==> src/common/irq_pkg.sv <==
/*
 * Constants for the motion sensor interrupt logic: register offsets, flag bit
 * positions, reset values and field positions.
 * Assumes a byte-wide register port with byte offsets as seen by the host.
 */
package irq_pkg;
    // register offsets
    localparam logic [7:0] ADDR_ENABLE = 8'h2e;
    localparam logic [7:0] ADDR_MAP = 8'h2f;
    localparam logic [7:0] ADDR_SOURCE = 8'h30;
    localparam logic [7:0] ADDR_FORMAT = 8'h31;
    localparam logic [7:0] ADDR_DATA_FIRST = 8'h32;
    localparam logic [7:0] ADDR_DATA_LAST = 8'h37;

    // number of interrupt functions, one bit each in the enable, pin-select and source registers
    localparam int NUM_FUNCS = 8;

    // flag bit positions, shared by enable, pin-select and source registers
    localparam int BIT_DRDY = 7;
    localparam int BIT_STAP = 6;
    localparam int BIT_DTAP = 5;
    localparam int BIT_ACT = 4;
    localparam int BIT_INACT = 3;
    localparam int BIT_FFALL = 2;
    localparam int BIT_WMARK = 1;
    localparam int BIT_OVRUN = 0;

    // polarity-invert bit in the output-format register
    localparam int BIT_INVERT = 5;

    // reset values
    localparam logic [7:0] RST_ENABLE = 8'h00;
    localparam logic [7:0] RST_MAP = 8'h00;
    localparam logic [7:0] RST_FORMAT = 8'h00;
    localparam logic [7:0] RST_FLAGS = 8'h00;
    localparam logic [7:0] RST_RDATA = 8'h00;
    localparam logic [7:0] ZERO_BYTE = 8'h00;
endpackage

==> src/common/flag_if.sv <==
/*
 * Carrier between the interrupt controller and its flag bank: per-function
 * set and clear requests going in, latched flags coming out.
 * Assumes both ends run on the same clock.
 */
`timescale 1ns/10ps
interface flag_if;
    logic [7:0] set;
    logic [7:0] clr;
    logic [7:0] flags;

    modport bank (input set, input clr, output flags);
    modport ctl (output set, output clr, input flags);
endinterface

==> src/hdl/irq_ctl.sv <==
/*
 * Interrupt controller of a three-axis motion sensor: latched event flags,
 * enable mask, pin mapping onto two push-pull outputs and polarity control.
 * Assumes the register port, the detectors and the FIFO logic all run on clk;
 * the serial bus engine drives the register port with one-cycle strobes.
 */
`timescale 1ns/10ps

// What this block does
// - Two interrupt outputs exist and both are always driven, never released.
// - Outputs are active high after reset and active low when the invert bit is set.
// - A function reaches an output only while its enable bit is set.
// - The pin-select bit of each enabled function picks the first or second output.
// - All functions run at once and functions on the same pin are ORed together.
// - Event flags stay latched until their clearing read, not just while the cause lasts.
// - Data-related flags clear on data register reads only once their cause is gone.
// - Reading the source register returns the flags and clears the other flags.
// - The new-sample flag sets when fresh data exists and drops when none is unread.
// - The FIFO level flag sets on the threshold match and clears when reads go below it.
// - The overflow flag sets on lost data and clears when the stored data is read.
module irq_ctl (
    // clock and reset
    input wire logic clk,
    input wire logic srst,
    // register port from the serial bus engine
    input wire logic [7:0] reg_addr,
    input wire logic reg_wr,
    input wire logic [7:0] reg_wdata,
    input wire logic reg_rd,
    output logic [7:0] reg_rdata,
    // event pulses from the detectors
    input wire logic evt_single_tap,
    input wire logic evt_double_tap,
    input wire logic evt_activity,
    input wire logic evt_inactivity,
    input wire logic evt_free_fall,
    input wire logic evt_overrun,
    // levels from the sample and FIFO logic
    input wire logic new_data_avail,
    input wire logic fifo_at_level,
    // outputs
    output logic irq_out_first,
    output logic irq_out_second,
    output logic [7:0] format_bits
);
    flag_if fl ();

    logic [7:0] enable_r;
    logic [7:0] enable_nxt;
    logic [7:0] map_r;
    logic [7:0] map_nxt;
    logic [7:0] format_r;
    logic [7:0] format_nxt;
    logic [7:0] rdata_r;
    logic [7:0] rdata_nxt;
    logic pin_first_r;
    logic pin_first_nxt;
    logic pin_second_r;
    logic pin_second_nxt;
    logic src_rd;
    logic data_rd;
    logic [7:0] route_first;
    logic [7:0] route_second;

    // decode of reads that clear flags
    assign src_rd = reg_rd && (reg_addr == irq_pkg::ADDR_SOURCE);
    assign data_rd = reg_rd && (reg_addr >= irq_pkg::ADDR_DATA_FIRST)
                     && (reg_addr <= irq_pkg::ADDR_DATA_LAST);

    // set and clear requests; data flags re-arm while their cause is present,
    // so a read that leaves data unread cannot drop them
    always_comb begin
        fl.set = 8'h00;
        fl.clr = 8'h00;
        fl.set[irq_pkg::BIT_DRDY] = new_data_avail;
        fl.clr[irq_pkg::BIT_DRDY] = data_rd && !new_data_avail;
        fl.set[irq_pkg::BIT_WMARK] = fifo_at_level;
        fl.clr[irq_pkg::BIT_WMARK] = data_rd && !fifo_at_level;
        fl.set[irq_pkg::BIT_OVRUN] = evt_overrun;
        fl.clr[irq_pkg::BIT_OVRUN] = data_rd;
        fl.set[irq_pkg::BIT_STAP] = evt_single_tap;
        fl.set[irq_pkg::BIT_DTAP] = evt_double_tap;
        fl.set[irq_pkg::BIT_ACT] = evt_activity;
        fl.set[irq_pkg::BIT_INACT] = evt_inactivity;
        fl.set[irq_pkg::BIT_FFALL] = evt_free_fall;
        fl.clr[irq_pkg::BIT_STAP] = src_rd;
        fl.clr[irq_pkg::BIT_DTAP] = src_rd;
        fl.clr[irq_pkg::BIT_ACT] = src_rd;
        fl.clr[irq_pkg::BIT_INACT] = src_rd;
        fl.clr[irq_pkg::BIT_FFALL] = src_rd;
    end

    irq_flag_bank u_bank (
        .clk(clk),
        .srst(srst),
        .fb(fl.bank)
    );

    // configuration registers written from the register port
    always_comb begin
        enable_nxt = enable_r;
        map_nxt = map_r;
        format_nxt = format_r;
        if (reg_wr) begin
            case (reg_addr)
                irq_pkg::ADDR_ENABLE: enable_nxt = reg_wdata;
                irq_pkg::ADDR_MAP: map_nxt = reg_wdata;
                irq_pkg::ADDR_FORMAT: format_nxt = reg_wdata;
                default: ;
            endcase
        end
    end

    // read data is registered; the source read returns flags before they clear
    always_comb begin
        rdata_nxt = rdata_r;
        if (reg_rd) begin
            case (reg_addr)
                irq_pkg::ADDR_ENABLE: rdata_nxt = enable_r;
                irq_pkg::ADDR_MAP: rdata_nxt = map_r;
                irq_pkg::ADDR_SOURCE: rdata_nxt = fl.flags;
                irq_pkg::ADDR_FORMAT: rdata_nxt = format_r;
                default: rdata_nxt = irq_pkg::ZERO_BYTE; // other offsets live elsewhere
            endcase
        end
    end

    // pin routing; each function feeds the first or second OR per its pin-select bit
    always_comb begin
        route_first = fl.flags & enable_r & ~map_r;
        route_second = fl.flags & enable_r & map_r;
        pin_first_nxt = (|route_first) ^ format_r[irq_pkg::BIT_INVERT];
        pin_second_nxt = (|route_second) ^ format_r[irq_pkg::BIT_INVERT];
    end

    always_ff @(posedge clk) begin
        if (srst) begin
            enable_r <= irq_pkg::RST_ENABLE;
            map_r <= irq_pkg::RST_MAP;
            format_r <= irq_pkg::RST_FORMAT;
            rdata_r <= irq_pkg::RST_RDATA;
            pin_first_r <= 1'b0;
            pin_second_r <= 1'b0;
        end else begin
            enable_r <= enable_nxt;
            map_r <= map_nxt;
            format_r <= format_nxt;
            rdata_r <= rdata_nxt;
            pin_first_r <= pin_first_nxt;
            pin_second_r <= pin_second_nxt;
        end
    end

    // both pins are push-pull: always driven from a flop
    assign irq_out_first = pin_first_r;
    assign irq_out_second = pin_second_r;
    assign reg_rdata = rdata_r;
    assign format_bits = format_r;

    // a routed active high function shows as a high pin next cycle
    AST_FIRST_ACTIVE: assert property (@(posedge clk) disable iff (srst)
        ((|(fl.flags & enable_r & ~map_r)) && !format_r[irq_pkg::BIT_INVERT])
        |=> irq_out_first)
        else $error("first pin not asserted high for routed flag");

    // inverted polarity drives the second pin low when routed
    AST_SECOND_INVERT: assert property (@(posedge clk) disable iff (srst)
        ((|(fl.flags & enable_r & map_r)) && format_r[irq_pkg::BIT_INVERT])
        |=> !irq_out_second)
        else $error("second pin not asserted low under inversion");

    // a masked flag never reaches a pin
    AST_MASK_GATES: assert property (@(posedge clk) disable iff (srst)
        ((fl.flags & enable_r) == 8'h00)
        |=> (irq_out_first == $past(format_r[irq_pkg::BIT_INVERT]))
            && (irq_out_second == $past(format_r[irq_pkg::BIT_INVERT])))
        else $error("pin active with all flags masked");

    // a function mapped to the second pin leaves the first idle
    AST_MAP_SELECT: assert property (@(posedge clk) disable iff (srst)
        (((fl.flags & enable_r & ~map_r) == 8'h00) && ((fl.flags & enable_r & map_r) != 8'h00))
        |=> (irq_out_first != irq_out_second))
        else $error("pin selection not honoured");

    // source read clears single-tap and activity flags unless re-set
    AST_SRC_CLEAR: assert property (@(posedge clk) disable iff (srst)
        (src_rd && !evt_single_tap && !evt_activity)
        |=> (!fl.flags[irq_pkg::BIT_STAP] && !fl.flags[irq_pkg::BIT_ACT]))
        else $error("source read did not clear flags");

    // source read returns the flags as they stood
    AST_SRC_DATA: assert property (@(posedge clk) disable iff (srst)
        src_rd |=> (reg_rdata == $past(fl.flags)))
        else $error("source read data wrong");

    // an event in the clearing cycle survives
    AST_SET_WINS: assert property (@(posedge clk) disable iff (srst)
        (src_rd && evt_free_fall) |=> fl.flags[irq_pkg::BIT_FFALL] [*2])
        else $error("event lost against clear");

    // new-sample flag stays while no data read happens
    AST_DRDY_HOLD: assert property (@(posedge clk) disable iff (srst)
        (fl.flags[irq_pkg::BIT_DRDY] && !data_rd) |=> fl.flags[irq_pkg::BIT_DRDY])
        else $error("new-sample flag dropped without a data read");

    // new-sample flag drops once a data read leaves nothing unread
    AST_DRDY_DROP: assert property (@(posedge clk) disable iff (srst)
        (data_rd && !new_data_avail) |=> !fl.flags[irq_pkg::BIT_DRDY])
        else $error("new-sample flag kept with no unread data");

    // level flag clears when reads bring the count under the threshold
    AST_WMARK_CLEAR: assert property (@(posedge clk) disable iff (srst)
        (data_rd && !fifo_at_level) |=> !fl.flags[irq_pkg::BIT_WMARK])
        else $error("level flag not cleared");

    // overflow flag clears on a data read and sets on an overrun
    AST_OVRUN: assert property (@(posedge clk) disable iff (srst)
        (evt_overrun |=> fl.flags[irq_pkg::BIT_OVRUN])
        and ((data_rd && !evt_overrun) |=> !fl.flags[irq_pkg::BIT_OVRUN]))
        else $error("overflow flag wrong");

    // several functions on the second pin: the shared pin stays active
    AST_SHARED_PIN: assert property (@(posedge clk) disable iff (srst)
        (($countones(fl.flags & enable_r & map_r) > 1) && !format_r[irq_pkg::BIT_INVERT])
        |=> irq_out_second)
        else $error("shared pin missed a function");
endmodule

==> src/hdl/irq_flag_bank.sv <==
/*
 * Bank of sticky event flags, one per interrupt function.
 * Assumes set and clear requests are synchronous to clk; set wins over clear.
 */
`timescale 1ns/10ps
module irq_flag_bank (
    // clock and reset
    input wire logic clk,
    input wire logic srst,
    // requests and latched flags
    flag_if.bank fb
);
    logic [7:0] flags_r;
    logic [7:0] flags_nxt;

    // per-bit latch: an event in the clearing cycle is kept
    genvar i;
    generate
        for (i = 0; i < irq_pkg::NUM_FUNCS; i++) begin : g_flag
            always_comb begin
                flags_nxt[i] = fb.set[i] | (flags_r[i] & ~fb.clr[i]);
            end
        end
    endgenerate

    always_ff @(posedge clk) begin
        if (srst) begin
            flags_r <= irq_pkg::RST_FLAGS;
        end else begin
            flags_r <= flags_nxt;
        end
    end

    assign fb.flags = flags_r;

    // a flag with no clear request must stay up
    AST_FLAG_HOLDS: assert property (@(posedge clk) disable iff (srst)
        (flags_r != 8'h00) |=> ((($past(flags_r) & ~$past(fb.clr)) & ~flags_r) == 8'h00))
        else $error("latched flag lost without a clear");
endmodule

==> config.mk <==
export PLATFORM = sky130hd
export DESIGN_NAME = irq_ctl
export DESIGN_NICKNAME = d
export VERILOG_FILES = /design/src/common/irq_pkg.sv /design/src/common/flag_if.sv /design/src/hdl/irq_ctl.sv /design/src/hdl/irq_flag_bank.sv
export SDC_FILE = /design/constraint.sdc
export NUM_CORES = 1
export LEC_CHECK = 0
export BUFFER_PORTS_ARGS = -buffer_cell sky130_fd_sc_hd__buf_2
export CORE_UTILIZATION = 41
export DETAILED_ROUTE_END_ITERATION = 7
export GPL_TIMING_DRIVEN = 0
export SLEW_MARGIN = 25
export SYNTH_ARGS = -nofsm -noshare
export SYNTH_HDL_FRONTEND = slang
export SYNTH_SLANG_ARGS = --single-unit
==> constraint.sdc <==
create_clock -name clk -period 3.92 [get_ports clk]
set_clock_uncertainty 0.1 [all_clocks]
set_input_delay 0.196 -clock clk [delete_from_list [all_inputs] [get_ports clk]]
set_output_delay 0.196 -clock clk [all_outputs]
set_load 0.02 [all_outputs]
-- Yosys cells after proc, flatten, opt, wreduce, memory -nomap -nowiden
Cells that the tools add are included.
- equality and inequality tests: 4
- mux-type cells: 1
- order comparisons: 2
- reduce and logical (&&, ||, !) cells: 12
- bitwise gates (word level): 26
- operator list (operator ; count):
    equality test 8 x 6 -> 1 bit (second input constant) ; 4
    one-hot mux 8 bit (4 select lines) ; 1
    bitwise AND 8 bit ; 3
    OR reduction 8 bit ; 2
    bitwise AND 1 bit ; 8
    greater-or-equal comparator 8 x 6 -> 1 bit (second input constant) ; 1
    <= comparator 8 x 6 -> 1 bit (second input constant) ; 1
    NOT 8 bit ; 1
    bitwise OR 1 bit ; 8
    AND reduction 2 bit ; 3
    logical AND 1 bit ; 5
    NOT 1 bit ; 4
    zero test 1 bit ; 2
    bitwise XOR 1 bit ; 2
- word-level logic and storage cells: 52
- output and inout port bits: 18
- bits of input ports: 28
- bits in registers: 42

-- Longest topological paths before layout
- depth after elaboration: 7
- depth in mapped cells: 5
- depth with buffers taken out: 4

-- Hierarchy
A second synthesis with hierarchy kept.
- cells, all modules: 200
- area total of the unflattened synthesis: 1991.9 sq um
- by module, submodules not included (module ; sequential area each (sq um) ; instances ; cells an instance ; area an instance (sq um)):
    irq_ctl ; 680.7 ; 1 ; 167 ; 1610.3
    irq_flag_bank ; 160.2 ; 1 ; 33 ; 381.6

-- Worst setup path after synthesis
Ideal clock, no wire load.
- path type: input -> register
- from: input reg_addr[1]
- to: register u_bank.flags_r[2], in the netlist u_bank.fb.flags[2]
- slack: 2.267 ns
- arrival time: 1.425 ns
- data required time: 3.692 ns
- stages on the path: 5
- setup time: 0.128 ns
- buffers on the path: 1
- path through: or4b_1 buf_2 or3_4 a21oi_1 nor2_1
- cells in the longest elaborated chain, start to end: 5
- ends and longest elaborated chain (item ; RTL line ; text):
    from (decl) ; irq_ctl.sv:26 ; input wire logic [7:0] reg_addr,
    equality test 8 x 6 -> 1 bit ; irq_ctl.sv:66 ; assign src_rd = reg_rd && (reg_addr == irq_pkg::ADDR_SOURCE);
    logical AND 1 bit ; irq_ctl.sv:66 ;
    NOT 1 bit ; irq_flag_bank.sv:21 ; flags_nxt[i] = fb.set[i] | (flags_r[i] & ~fb.clr[i]);
    bitwise AND 1 bit ; irq_flag_bank.sv:21 ;
    bitwise OR 1 bit ; irq_flag_bank.sv:21 ;
    to (signal assigned) ; irq_flag_bank.sv:28 ; flags_r <= irq_pkg::RST_FLAGS;
    to (signal assigned) ; irq_flag_bank.sv:30 ; flags_r <= flags_nxt;
    to (decl) ; irq_flag_bank.sv:13 ; logic [7:0] flags_r;
Every way passes these cells.
A chain may end at the register's enable or synchronous reset.

-- Worst setup path after layout
- from: input reg_addr[7]
- to: register format_r[6], in the netlist format_bits[6]
- cells in the longest elaborated chain, start to end: 2
- ends and longest elaborated chain (item ; RTL line ; text):
    equality test 8 x 6 -> 1 bit ; irq_ctl.sv:105 ; case (reg_addr)
    AND reduction 2 bit (no source line) ; n/a ;
    to (signal assigned) ; irq_ctl.sv:140 ; format_r <= irq_pkg::RST_FORMAT;
    to (signal assigned) ; irq_ctl.sv:147 ; format_r <= format_nxt;
    to (decl) ; irq_ctl.sv:52 ; logic [7:0] format_r;
Every way passes these cells.

==> run summary <==
Outcome: finished, final reports clean
Area leader, netlist: dfxtp_1
First-pass GRT wire length: 7224 um
H-tree depth: 2
Commonest non-fill, non-tap cells in the layout: buf_2 (49), mux2i_1 (42), dfxtp_1 (42)
CP Launch Type: input port
Vias in the first global route: 1474
Die area: 0.004698 mm2
Clock Latency Late Sink: 0.30 ns
Hpwl dp: 3259 um
Crit-path max FO: 8
Clk root buf: clkbuf_8
PD cells: 374.9 mW/mm2
# hold bufs at CTS: 5
Max-slew violations: 0
TritonCTS clock tree: built
Syn Std Cell Area: 0.001815 mm2
Number of max-cap violations: 0
IO Pins: 46
Period Utilization, post-route: 0.4500
Top_reg_cell synth: dfxtp_1
Clock Sink Count: 42
Crit path kind: input port to flop
Die H: 68.55 um
Vias/cell: 5.363
Cells after synthesis: 189
Max Clock Freq: 0.5669 GHz
DR vias: 1582
Count of cell types in the netlist: 24
First-pass iteration count of the detailed router: 4
Ant diodes: 0
Hold crit path type: input port to flop
Layout Nets: 273
Dpl cells: 283
Congestion Overflow GR: 0
Minimum clock period after layout: 1.764 ns
Slew @ Worst Pin: 0.7359 ns
Slew headroom: 0.5080
Final setup viols: 0
Async SR Flop Fraction: 0
Initial antenna violation count: 0
Die W: 68.55 um
Post-CTS Setup Inserts: 0
RSZ-0062 raised after global routing: false
Avg Inst Size Synth: 9.606 um2
Row cnt: 23
Clk slew on worst S/H paths: 0.08 ns
# resized after CTS: 0
Fin. Hold Viols: 0
Cts bufs inserted: 5
# fillers: 408
Synthesis-to-layout area growth: 24.53%
Initial DRC count: 93
Commonest non-fill, non-tap cell in the layout: buf_2
Drt drc: 0
Final Non-Filler Cells: 295
Final Wtd Congestion: 0.8056
GRT Total Usage: 0.2192
Avg WL per Cell: 15.86 um
Core area: 0.004115 mm2
Largest net degree at the start of global routing: 13
EDFF count, synth: 0
Seq cells post-synth: 42
Setup TNS: 0 ns
Leak: 1.077 nW
Seq/Total Area, Yosys: 0.4631
Clk buf depth: 2
Critical path arrival: 1.83 ns
Detail Route Antenna Nets: 0
Yosys warning total: 0
Top cells by area, synth: dfxtp_1 (46%), mux2i_1 (23%), nor2_1 (7.4%)
Share of layout cells above drive strength 1: 0.2408
CP Capture Type: flop
Peak VDD IR: 0.2204 mV
Routed WL: 4680 um
Synth top area share: 0.4631
Syn nets: 217
Buffers on Ports: 44
Total chip power: 847.5 uW
Critical Path RT: 3.99 ns
Initial core utilization: 0.4412
-- sequential cells by signal, summed over array words and instances, names as in the netlist --
signal           cells
irq_out_first        1
enable_r             8
map_r                8
irq_out_second       1
u_bank.fb.flags      8
format_bits          8
reg_rdata            8
-- report_power, final --
part	switching [mW]	leakage [nW]	internal (mW)	total, mW
Sequential	0.00698	0.341	0.433	0.440
Combinational	0.0296	0.679	0.0261	0.0557
Clock	0.148	0.0573	0.204	0.352
-- worst max-delay path, cell delays in order --
cell	delay, ns
buf_2	0.10
nor4bb_1	0.43
nand4_1	0.69
mux2i_1	0.35
nor2_1	0.06
-- stage by stage --
stage	cell area [um2]	utilization	hold slack, ns	setup slack, ns
floorplan	1815	-	0.2134	2.267
global placement	2098	0.5099	0.3000	1.847
detailed placement	2098	0.5099	0.3086	1.800
CTS	2261	0.5494	0.003521	2.127
global route	2261	0.5494	0.03590	1.988
finish	2261	0.5494	0.006455	2.156
-- worst paths after layout --
kind	from	to	slack (ns)	cells past startpoint
worst max register to register	u_bank.fb.flags[2]	irq_out_first	2.49	4
worst min-delay path	evt_double_tap	u_bank.fb.flags[5]	0.006	3
worst min register to register	reg_rdata[1]	reg_rdata[1]	0.38	1
worst max-delay path	reg_addr[7]	format_bits[6]	2.16	5
-- Yosys cell counts, types with 3 or more instances --
cell type  count
o22ai_1       12
nand2_1        8
mux2i_1       42
nor2_1        36
buf_2          5
nand3_1        8
clkbuf_1       4
dfxtp_1       42
a21oi_1        8
nand4_1        3
a22o_1         8
-- layout make-up --
class / count / area [um2] / area share
Buffer: 9 / 40.04 / 0.01771
Clock buffer: 6 / 82.58 / 0.03652
Clock inverter: 1 / 30.03 / 0.01328
Inverter: 1 / 3.754 / 0.001660
Multi-Input combinational cell: 137 / 930.9 / 0.4117
Sequential cell: 42 / 840.8 / 0.3719
Tap cell: 50 / 62.56 / 0.02767
Timing Repair Buffer: 49 / 270.3 / 0.1195
-- metal layers --
| layer | GRT usage | part of all wire | up-vias |
|---|---|---|---|
| met1 | 0.2980 | 0.50 | 734 |
| met2 | 0.3248 | 0.43 | 47 |
| met5 | 0 | 0 | - |
| met4 | 0.1068 | 0.022 | 0 |
| met3 | 0.04934 | 0.054 | 11 |
| li1 | - | - | 790 |
-- cell families after synthesis --
logic type | synth area share
AO/OA/AOI/OAI | 0.1020
multiplexers | 0.2316
flip-flops | 0.4631
AND/OR/NAND/NOR | 0.1792
buffers and inverters | 0.02411
(Power assumes the default switching activity.)
